`src/sbl_pkg.sv`:
```
// package: constants and carriers for the serial bootstrap loader
// assumes one 20 MHz clock domain and an AXI4-Lite register master
package sbl_pkg;
  // register byte addresses
  localparam logic [7:0] ADDR_CTRL = 8'h00;
  localparam logic [7:0] ADDR_STAT = 8'h04;
  localparam logic [7:0] ADDR_LEN = 8'h08;
  localparam logic [7:0] ADDR_ENTRY = 8'h0c;
  localparam logic [7:0] ADDR_CFG = 8'h10;
  // control register fields
  localparam int CTRL_MDA = 0;
  localparam int CTRL_SPECIAL_MODE_BIT = 1;
  localparam int CTRL_BOOT_ROM_ENABLE_BIT = 2;
  localparam int CTRL_XBUS = 3;
  // status register fields
  localparam int STAT_BOOT = 0;
  localparam int STAT_FAST = 1;
  localparam int STAT_DONE = 2;
  localparam int STAT_RUN = 3;
  // axi response codes
  localparam logic [1:0] RESP_OKAY = 2'h0;
  localparam logic [1:0] RESP_SLVERR = 2'h2;
  // serial timing
  localparam int CLK_HZ = 20000000;
  localparam int BAUD_FAST = 7812;
  localparam int BAUD_SLOW = 1200;
  localparam int BIT_FAST = (CLK_HZ + BAUD_FAST / 2) / BAUD_FAST;
  localparam int BIT_SLOW = (CLK_HZ + BAUD_SLOW / 2) / BAUD_SLOW;
  localparam int CNT_W = 16;
  // reset values
  localparam logic [7:0] CFG_RESET = 8'h0f;
  localparam logic [15:0] VEC_NORMAL = 16'hfffe;
  localparam int VEC_A14 = 14;
  localparam logic [7:0] BYTE_ONES = 8'hff;
  // mode bits carried together
  typedef struct packed {
    logic xbus;
    logic boot_rom_enable_bit;
    logic special_mode_bit;
    logic expanded_select_bit;
  } sbl_mode_t;
  // loader sequence
  typedef enum logic [2:0] {
    SBL_VEC, SBL_INIT, SBL_BAUD, SBL_LOAD, SBL_JUMP, SBL_RUN
  } sbl_state_t;
endpackage

```
`src/sbl_loader.sv`:
```
// serial bootstrap loader with mode latch and axi4-lite registers
// assumes mode pins and serial line are asynchronous pins
//
// Overview of operation
// - bootstrap reset takes its vector from the boot rom
// - serial receiver is initialised before any download byte
// - first all-ones character selects one of two baud rates
// - program bytes received serially are stored in internal ram
// - after the download a jump passes control to ram
// - bootstrap mode is privileged and unlocks protected bits
// - software may change the mode bits in bootstrap mode
// - software may enable the expansion bus after bootstrap reset
// - config register is writable only in special modes
// - expanded select latched from low mode pin at reset release
// - special bit is inverse of high mode pin; with select 0 boots
// - boot rom enable resets to 1 only in bootstrap, else 0
// - special mode forces address bit 14 low on vector fetch
//
// Local design decisions: the AXI4-Lite register port and the register offsets.
`timescale 1ns/1ps
module sbl_loader #(
  parameter int RAM_DEPTH = 256,
  parameter int AW = 8
)(
  input wire logic aclk,
  input wire logic aresetn,
  input wire logic mode_pin_low,
  input wire logic mode_pin_high,
  input wire logic serial_rx,
  input wire logic vec_fetch,
  input wire logic [15:0] cpu_addr,
  output logic [15:0] mem_addr,
  output logic [15:0] entry_addr,
  output logic jump_pulse,
  output logic xbus_en,
  input wire logic [7:0] s_axi_awaddr,
  input wire logic s_axi_awvalid,
  output logic s_axi_awready,
  input wire logic [31:0] s_axi_wdata,
  input wire logic [3:0] s_axi_wstrb,
  input wire logic s_axi_wvalid,
  output logic s_axi_wready,
  output logic [1:0] s_axi_bresp,
  output logic s_axi_bvalid,
  input wire logic s_axi_bready,
  input wire logic [7:0] s_axi_araddr,
  input wire logic s_axi_arvalid,
  output logic s_axi_arready,
  output logic [31:0] s_axi_rdata,
  output logic [1:0] s_axi_rresp,
  output logic s_axi_rvalid,
  input wire logic s_axi_rready
);
  // ****************************************
  // pin synchronisers
  // ****************************************
  logic [1:0] ma_sync_reg, mb_sync_reg, rx_sync_reg;
  // two flops per pin before any logic
  always_ff @(posedge aclk)
  begin
    ma_sync_reg <= {ma_sync_reg[0], mode_pin_low};
    mb_sync_reg <= {mb_sync_reg[0], mode_pin_high};
    rx_sync_reg <= {rx_sync_reg[0], serial_rx};
  end
  wire logic rx = rx_sync_reg[1];

  // ****************************************
  // mode latch
  // ****************************************
  sbl_pkg::sbl_mode_t mode_reg;
  logic [7:0] cfg_reg;
  logic latched_reg;
  logic wr_go;
  logic [7:0] wr_addr_reg;
  logic [31:0] wdata_reg;
  logic [3:0] wstrb_reg;
  // catch pins at first edge after release, then software owns bits
  always_ff @(posedge aclk)
  begin
    if (!aresetn)
    begin
      mode_reg <= '0;
      latched_reg <= 1'b0;
    end
    else if (!latched_reg)
    begin
      latched_reg <= 1'b1;
      mode_reg.expanded_select_bit <= ma_sync_reg[1];
      mode_reg.special_mode_bit <= ~mb_sync_reg[1];
      mode_reg.boot_rom_enable_bit <= ~mb_sync_reg[1] & ~ma_sync_reg[1];
      mode_reg.xbus <= ma_sync_reg[1];
    end
    else if (wr_go && wr_addr_reg == sbl_pkg::ADDR_CTRL && wstrb_reg[0])
    begin
      if (mode_reg.special_mode_bit)
      begin
        mode_reg.expanded_select_bit <= wdata_reg[sbl_pkg::CTRL_MDA];
        mode_reg.special_mode_bit <= wdata_reg[sbl_pkg::CTRL_SPECIAL_MODE_BIT];
        mode_reg.boot_rom_enable_bit <= wdata_reg[sbl_pkg::CTRL_BOOT_ROM_ENABLE_BIT];
      end
      else
        mode_reg.boot_rom_enable_bit <= 1'b0;
      if (mode_reg.special_mode_bit || mode_reg.expanded_select_bit)
        mode_reg.xbus <= wdata_reg[sbl_pkg::CTRL_XBUS];
    end
  end
  assign xbus_en = mode_reg.xbus;

  always_ff @(posedge aclk)
  begin
    if (!aresetn)
      cfg_reg <= sbl_pkg::CFG_RESET;
    else if (wr_go && wr_addr_reg == sbl_pkg::ADDR_CFG && wstrb_reg[0]
             && mode_reg.special_mode_bit)
      cfg_reg <= wdata_reg[7:0];
  end

  // ****************************************
  // loader sequence and receiver
  // ****************************************
  sbl_pkg::sbl_state_t state_reg;
  logic fast_reg, rx_busy_reg, byte_ok;
  logic [sbl_pkg::CNT_W-1:0] cnt_reg;
  logic [3:0] bit_reg;
  logic [7:0] shift_reg;
  logic [AW-1:0] wptr_reg;
  logic [AW-1:0] len_reg;
  logic [7:0] ram [RAM_DEPTH];
  wire logic [sbl_pkg::CNT_W-1:0] bit_len = fast_reg ?
    sbl_pkg::CNT_W'(sbl_pkg::BIT_FAST) : sbl_pkg::CNT_W'(sbl_pkg::BIT_SLOW);
  // receiver: sample mid-bit, 10 samples per frame
  always_ff @(posedge aclk)
  begin
    byte_ok <= 1'b0;
    if (!aresetn || state_reg == sbl_pkg::SBL_INIT)
    begin
      rx_busy_reg <= 1'b0;
      cnt_reg <= '0;
      bit_reg <= '0;
      shift_reg <= '0;
    end
    else if (!rx_busy_reg)
    begin
      if (!rx && (state_reg == sbl_pkg::SBL_BAUD ||
                  state_reg == sbl_pkg::SBL_LOAD))
      begin
        rx_busy_reg <= 1'b1;
        cnt_reg <= bit_len >> 1;
        bit_reg <= '0;
      end
    end
    else if (cnt_reg != '0)
      cnt_reg <= cnt_reg - 1'b1;
    else
    begin
      cnt_reg <= bit_len - 1'b1;
      bit_reg <= bit_reg + 1'b1;
      if (bit_reg >= 4'd1 && bit_reg <= 4'd8)
        shift_reg <= {rx, shift_reg[7:1]};
      if (bit_reg == 4'd9)
      begin
        rx_busy_reg <= 1'b0;
        byte_ok <= 1'b1;
      end
    end
  end

  // sequence from vector fetch through jump
  always_ff @(posedge aclk)
  begin
    jump_pulse <= 1'b0;
    if (!aresetn)
    begin
      state_reg <= sbl_pkg::SBL_VEC;
      fast_reg <= 1'b1;
      wptr_reg <= '0;
    end
    else
      unique case (state_reg)
        sbl_pkg::SBL_VEC:
          if (latched_reg)
            state_reg <= mode_reg.boot_rom_enable_bit ? sbl_pkg::SBL_INIT
                                        : sbl_pkg::SBL_RUN;
        sbl_pkg::SBL_INIT: state_reg <= sbl_pkg::SBL_BAUD;
        sbl_pkg::SBL_BAUD:
          if (byte_ok)
          begin
            fast_reg <= (shift_reg == sbl_pkg::BYTE_ONES);
            state_reg <= sbl_pkg::SBL_LOAD;
          end
        // bytes into ram; host bounds length
        sbl_pkg::SBL_LOAD:
          if (byte_ok)
          begin
            ram[wptr_reg] <= shift_reg;
            wptr_reg <= wptr_reg + 1'b1;
            if (wptr_reg == len_reg)
              state_reg <= sbl_pkg::SBL_JUMP;
          end
        sbl_pkg::SBL_JUMP:
        begin
          jump_pulse <= 1'b1;
          state_reg <= sbl_pkg::SBL_RUN;
        end
        sbl_pkg::SBL_RUN: state_reg <= sbl_pkg::SBL_RUN;
      endcase
  end

  // address bit 14 low on vector fetch in special mode
  always_comb
  begin
    mem_addr = cpu_addr;
    if (vec_fetch && mode_reg.special_mode_bit)
      mem_addr[sbl_pkg::VEC_A14] = 1'b0;
  end

  // ****************************************
  // axi4-lite slave
  // ****************************************
  logic aw_have_reg, w_have_reg;
  logic [15:0] entry_reg;
  assign s_axi_awready = !aw_have_reg && !s_axi_bvalid;
  assign s_axi_wready = !w_have_reg && !s_axi_bvalid;
  assign s_axi_arready = !s_axi_rvalid;
  assign wr_go = aw_have_reg && w_have_reg && !s_axi_bvalid;
  assign entry_addr = entry_reg;
  // write channel capture and response
  always_ff @(posedge aclk)
  begin
    if (!aresetn)
    begin
      aw_have_reg <= 1'b0;
      w_have_reg <= 1'b0;
      s_axi_bvalid <= 1'b0;
      s_axi_bresp <= sbl_pkg::RESP_OKAY;
      wr_addr_reg <= '0;
      wdata_reg <= '0;
      wstrb_reg <= '0;
    end
    else
    begin
      if (s_axi_awvalid && s_axi_awready)
      begin
        aw_have_reg <= 1'b1;
        wr_addr_reg <= s_axi_awaddr;
      end
      if (s_axi_wvalid && s_axi_wready)
      begin
        w_have_reg <= 1'b1;
        wdata_reg <= s_axi_wdata;
        wstrb_reg <= s_axi_wstrb;
      end
      if (wr_go)
      begin
        aw_have_reg <= 1'b0;
        w_have_reg <= 1'b0;
        s_axi_bvalid <= 1'b1;
        s_axi_bresp <= (wr_addr_reg == sbl_pkg::ADDR_CTRL ||
                         wr_addr_reg == sbl_pkg::ADDR_LEN ||
                         wr_addr_reg == sbl_pkg::ADDR_ENTRY ||
                         wr_addr_reg == sbl_pkg::ADDR_CFG)
                        ? sbl_pkg::RESP_OKAY : sbl_pkg::RESP_SLVERR;
      end
      else if (s_axi_bready)
        s_axi_bvalid <= 1'b0;
    end
  end

  // length and entry registers
  always_ff @(posedge aclk)
  begin
    if (!aresetn)
    begin
      len_reg <= '1;
      entry_reg <= '0;
    end
    else if (wr_go && wstrb_reg[0])
    begin
      if (wr_addr_reg == sbl_pkg::ADDR_LEN)
        len_reg <= wdata_reg[AW-1:0];
      if (wr_addr_reg == sbl_pkg::ADDR_ENTRY)
        entry_reg <= wdata_reg[15:0];
    end
  end

  // read channel
  always_ff @(posedge aclk)
  begin
    if (!aresetn)
    begin
      s_axi_rvalid <= 1'b0;
      s_axi_rdata <= '0;
      s_axi_rresp <= sbl_pkg::RESP_OKAY;
    end
    else if (s_axi_arvalid && s_axi_arready)
    begin
      s_axi_rvalid <= 1'b1;
      s_axi_rresp <= sbl_pkg::RESP_OKAY;
      unique case (s_axi_araddr)
        sbl_pkg::ADDR_CTRL: s_axi_rdata <= {28'h0, mode_reg};
        sbl_pkg::ADDR_STAT: s_axi_rdata <= {28'h0,
          state_reg == sbl_pkg::SBL_RUN, state_reg == sbl_pkg::SBL_JUMP ||
          state_reg == sbl_pkg::SBL_RUN, fast_reg, mode_reg.boot_rom_enable_bit};
        sbl_pkg::ADDR_LEN: s_axi_rdata <= {{(32-AW){1'b0}}, len_reg};
        sbl_pkg::ADDR_ENTRY: s_axi_rdata <= {16'h0, entry_reg};
        sbl_pkg::ADDR_CFG: s_axi_rdata <= {24'h0, cfg_reg};
        default:
        begin
          s_axi_rdata <= '0;
          s_axi_rresp <= sbl_pkg::RESP_SLVERR;
        end
      endcase
    end
    else if (s_axi_rready)
      s_axi_rvalid <= 1'b0;
  end
endmodule

```
`config.mk`:
```
export PLATFORM = sky130hd
export DESIGN_NAME = sbl_loader
export DESIGN_NICKNAME = d
export VERILOG_FILES = /design/src/sbl_pkg.sv /design/src/sbl_loader.sv
export SDC_FILE = /design/constraint.sdc
export NUM_CORES = 1
export LEC_CHECK = 0
export BUFFER_PORTS_ARGS = -buffer_cell sky130_fd_sc_hd__buf_2
export CORE_ASPECT_RATIO = 0.5
export CORE_MARGIN = 2
export CORE_UTILIZATION = 52
export DETAILED_ROUTE_END_ITERATION = 16
export PLACE_DENSITY = 0.79
export SLEW_MARGIN = 0
export SYNTH_ARGS = -nofsm -noshare
export SYNTH_HDL_FRONTEND = slang
export SYNTH_SLANG_ARGS = --single-unit
```
`constraint.sdc`:
```
create_clock -name aclk -period 3.4 [get_ports aclk]
set_clock_uncertainty 0.2 [all_clocks]
set_input_delay 0.34 -clock aclk [delete_from_list [all_inputs] [get_ports aclk]]
set_output_delay 0.34 -clock aclk [all_outputs]
set_load 0.005 [all_outputs]
```
# After elaboration in Yosys (flattened, before gate mapping)
# Cells that the tools add are included.
# W data, S select, Z words.
dict set report totals {
  ff_bits 151
  input_bits 79
  elab_cells 147
}
dict set report classes {
  addsub 4
  magnitude_cmp 2
  eq_ne 23
  n_mux 33
  bitwise 6
  n_reduce_logical 49
}
# op count
set op_table {}
lappend op_table {{$pmux W16 S5} 1}
lappend op_table {{$mux W16} 3}
lappend op_table {{$eq A8 B4 Y1 const B} 4}
lappend op_table {{$mux W4} 5}
lappend op_table {{$eq A8 B5 Y1 const B} 2}
lappend op_table {{$logic_and A1 B1 Y1} 16}
lappend op_table {{$logic_not A8 Y1} 2}
lappend op_table {{$reduce_bool A16 Y1} 1}
lappend op_table {{$sub A15 B1 Y16 const B} 1}
lappend op_table {{$sub A16 B1 Y16 const B} 1}
lappend op_table {{$mux W15} 1}
lappend op_table {{$mux W3} 5}
lappend op_table {{$pmux W3 S5} 1}
lappend op_table {{$mux W1} 14}
lappend op_table {{$reduce_and A2 Y1} 7}
lappend op_table {{$ne A2 B2 Y1 const B} 5}
lappend op_table {{$add A8 B1 Y8 const B} 1}
lappend op_table {{$eq A8 B3 Y1 const B} 1}
lappend op_table {{$eq A8 B8 Y1} 1}
lappend op_table {{$eq A8 B8 Y1 const B} 1}
lappend op_table {{$logic_or A1 B1 Y1} 7}
lappend op_table {{$eq A3 B2 Y1 const B} 2}
lappend op_table {{$eq A3 B3 Y1 const B} 2}
lappend op_table {{$logic_not A1 Y1} 6}
lappend op_table {{16 further kinds} 27}

# Longest topological paths before layout
dict set report depth {
  depth_word 6
  ltp_mapped 12
  mapped_depth_nobuf 10
}

# Worst setup path before layout
# Ideal clock, no wire load.
dict set report synth_path {
  path_type {flip-flop to flip-flop}
  startpoint {register cnt_reg[12] (netlist bit)}
  endpoint {register cnt_reg[14] (netlist bit)}
  setup_ps 122
  arrival_time_ps 2768
  path_slack_ps 310
  stages_incl_launch_ff 12
  path_cell_list {dfxtp_1 or4_1 buf_2 nor4b_4 and2_0 buf_2 o21ai_0 ha_1 nor2b_1 and4b_1 buf_2 a311o_1}
}
dict set report synth_between {
  elab_chain_len 3
  elab_cells_between_ends 4
  classes_between {1 x add/sub; 2 x mux; 1 x reduce/logical}
}
# element line_no
set synth_rtl {}
lappend synth_rtl {{from (decl)} sbl_loader.sv:123} ;# logic [sbl_pkg::CNT_W-1:0] cnt_reg;
lappend synth_rtl {{from (signal assigned)} sbl_loader.sv:148} ;# cnt_reg <= bit_len >> 1;
lappend synth_rtl {{from (signal assigned)} sbl_loader.sv:153} ;# cnt_reg <= cnt_reg - 1'b1;
lappend synth_rtl {{from (signal assigned)} sbl_loader.sv:156} ;# cnt_reg <= bit_len - 1'b1;
lappend synth_rtl {{$sub A16 B1 Y16 / $reduce_bool A16 Y1 (equally long branches)} {sbl_loader.sv:153, sbl_loader.sv:152}}
lappend synth_rtl {{$mux W16 *} sbl_loader.sv:152} ;# else if (cnt_reg != '0)
lappend synth_rtl {{$mux W16 *} sbl_loader.sv:142} ;# else if (!rx_busy_reg)
# Mark *: on every way between the ends. The rest lies on a longest branch, timed or not.
# A chain may end at the register's enable or synchronous reset.

# Worst setup path in the final report
# Ends and elaborated chain as after synthesis.

==> summary.md <==
| Metric | Value |
|---|---|
| Status | complete, no violations |
| M3 GR Usage | 0.0684 |
| First-pass GRT wire length | 23,900 um |
| DRC | 0 |
| Synth Cell Area | 5910 um2 |
| Fillers | 864 |
| Total number of vias | 5,359 |
| Worst path depth | 9 |
| Slew headroom | 0.276 |
| Fmax | 310 MHz |
| HP Class | primary input to flip-flop |
| Pins Over Slew Limit | 0 |
| Core Area | 11,000 um2 |
| Critical Path, Cell by Cell | or4_1, nor4b_4, nand3_1, o21ai_0, ha_1, nor2b_2, and4b_1, a21oi_1, a311o_1 |
| Dpl cell area | 6310 um2 |
| RR Startpoint | cnt_reg[12]$_SDFFE_PP0P_ |
| Pint | 0.00333 W |
| Via density | 5.62 |
| Final HPWL DP | 9260 um |
| Hold path cells | 3 |
| Starting Density | 0.535 |
| Peak VDD IR | 0.424 mV |
| CTS max path bufs | 2 |
| Async set-reset flop share out of synthesis | 0 |
| Area contributors post-synth | dfxtp_1, nand2_1, buf_4 |
| CP Class | flip-flop to flip-flop |
| RSZ-0062 raised after global routing | false |
| Share of layout cells above drive strength 1 | 0.186 |
| M2 GR Usage | 0.424 |
| Starting DRT DRC Count | 382 |
| Setup TNS | 0 ps |
| Num rows | 27 |
| Die area | 12,300 um2 |
| Layer with the highest usage | met2 |
| Total power | 0.00517 W |
| Synth cell types | 65 |
| Clock Pin Slew Worst Setup and Hold Paths | 70 ps |
| FF-to-FF path depth | 9 |
| Post CTS Setup Buffer Count | 0 |
| Post-Route WL | 15,100 um |
| Top Family by Delay on Critical Path | simple AND/OR/NAND/NOR gates |
| Final instance area | 7210 um2 |
| Bufs and invs on worst path | 0 |
| Die Width | 155 um |
| Total GRT Usage | 0.246 |
| Root buf cell | clkbuf_16 |
| Initial antenna violation count | 0 |
| Detail Route Antenna Nets | 0 |
| CTS tree | done |
| PD cells | 717 nW/um2 |
| CTS H-tree depth | 4 |
| CP peak stage delay | 670 ps |
| Hold_sp | s_axi_arvalid |
| Net Sw Power | 0.00184 W |
| Grt met1 use | 0.291 |
| Syn_area_per_cell | 8.47 um2 |
| Top_reg_cell synth | dfxtp_1 |
| Top cell type's share of synthesized area | 0.450 |
| Die height | 79.4 um |
| Crit start category | flip-flop |
| Tcrit/Tclk final | 0.948 |
| Drt pass-1 iters | 5 |
| Pleak | 2.92 nW |
| Register Area | 2660 um2 |
| Yosys warns | 0 |
| Critical-path maximum fanout | 6 |
| Comb pwr share | 0.291 |
| Post-Synthesis Cells | 698 |
| Switch share | 0.356 |
| Diode count | 0 |
| CP max stage cell | or4_1 |
| CTS buffer count | 17 |
| Seq cells post-synth | 133 |
| Clk network pwr share | 0.360 |
| Worst Tran Pin Value | 1080 ps |
| GRT overflow | 0 |
| WL per Instance | 15.8 um |
| R2R Setup Slk | 180 ps |
| Nets | 880 |
| CP Data Required Time | 3510 ps |
| P&R area growth vs syn | 22.0% |
| Number of global-route vias before repair | 4,920 |
| Sinks on Clock Net | 133 |
| Synth area leader | dfxtp_1 |
| Multi-input logic area | 2880 um2 |
| RD Place Congestion | 0.910 |
| Worst skew pair latency | 420 ps |
| I/O pin cnt | 154 |
| Max Cap Viol | 0 |
| Sequential Power Share | 0.349 |
| Pin count of the biggest net entering global routing | 56 |
| Critical Path End Type | flip-flop |
| Minimum clock period | 3220 ps |
| Arrival time worst endpoint | 3330 ps |
| Post-synthesis sequential area ratio | 0.450 |
| Port Buffer Count | 86 |
| Setup-failing EPs final | 0 |
| CP startpoint | cnt_reg[12]$_SDFFE_PP0P_ |
| Final Hold Vio Count | 0 |
| EDFF count, synth | 0 |
[path summary, 6_finish.rpt]
path / end
setup / recovery: cnt_reg[14]$_SDFFE_PP0P_
hold / removal: s_axi_rvalid$_SDFFE_PN0P_
setup reg to reg: cnt_reg[14]$_SDFFE_PP0P_
hold reg to reg: rx_sync_reg[1]$_DFF_P_
[timing repair]
action                                  in CTS  in global routing
resized for setup                            0                  1
endpoints found under the setup margin       0                  3
hold buffers                                30                  0
endpoints found under the hold margin       30                  0
[logic make-up after synthesis]
group | count (synthesis) | share of synthesized area
XOR/XNOR | 17 | 0.0252
adder cells (fa/ha/maj) | 6 | 0.0127
multiplexers | 28 | 0.0559
AND/OR/NAND/NOR | 279 | 0.222
AO/OA/AOI/OAI | 154 | 0.160
buffers and inverters | 80 | 0.0736
flip-flops | 133 | 0.450
other | 1 | 0.000634
[cells in the mapped netlist (9+ instances only)]
master,count
a21oi_1,44
a22oi_1,12
a31oi_1,9
buf_4,34
clkbuf_1,25
dfxtp_1,133
inv_1,9
mux2i_1,24
nand2_1,123
nand3_1,34
nand4_1,9
nor2_1,54
nor3_1,12
o21ai_0,48
xor2_1,11
[cell type report]
type,count,share of cell area
clock buffers,17,0.0590
inverters,9,0.00468
flip-flops and latches,133,0.369
multi-input cells,502,0.399
clock inverters,15,0.0248
repair buffers,132,0.118
well taps,145,0.0252
[layout by cell type (no fill, tap or decap), types with 6 or more instances in the layout]
cell type / instances
nor3_1: 12
nand4_1: 9
buf_4: 16
a22oi_1: 12
a31oi_1: 9
dlygate4sd3_1: 30
inv_1: 8
clkbuf_16: 17
dfxtp_1: 133
o21ai_0: 48
nand3_1: 34
nand2_1: 123
buf_2: 86
ha_1: 6
nor2_1: 54
xnor2_1: 6
conb_1: 18
xor2_1: 11
a21oi_1: 44
nor4_1: 6
mux2i_1: 24
[worst min-delay path: stages]
cell      delay, ps
buf_2           110
nor2_1           80
a211oi_1         50
[per-stage QoR]
step / util / hold WS [ps] / worst slack, ps / cells
2_1_floorplan: - / 110 / 310 / 715
3_3_place_gp: 0.571 / 110 / 217 / 891
3_5_place_dp: 0.571 / 113 / 146 / 891
4_1_cts: 0.653 / 2.28 / 96.5 / 953
5_1_grt: 0.653 / 46.4 / 9.34 / 953
6_report: 0.653 / 10.9 / 176 / 953
[routing by layer]
layer | wire length [um] | up-vias
met2 | 7260 | 221
met3 | 1020 | 46
met4 | 394 | 0
met5 | 0 | -
li1 | - | 2603
met1 | 6410 | 2489
[power by group through the flow]
stage,combinational (W),clock (W),sequential (W)
floorplan,0.00112,0,0.00177
CTS,0.00146,0.00188,0.00180
detailed placement,0.00142,0,0.00183
finish,0.00151,0.00186,0.00180
global placement,0.00141,0,0.00182
global route,0.00166,0.00195,0.00182
Power figures use the tool's default switching activity.
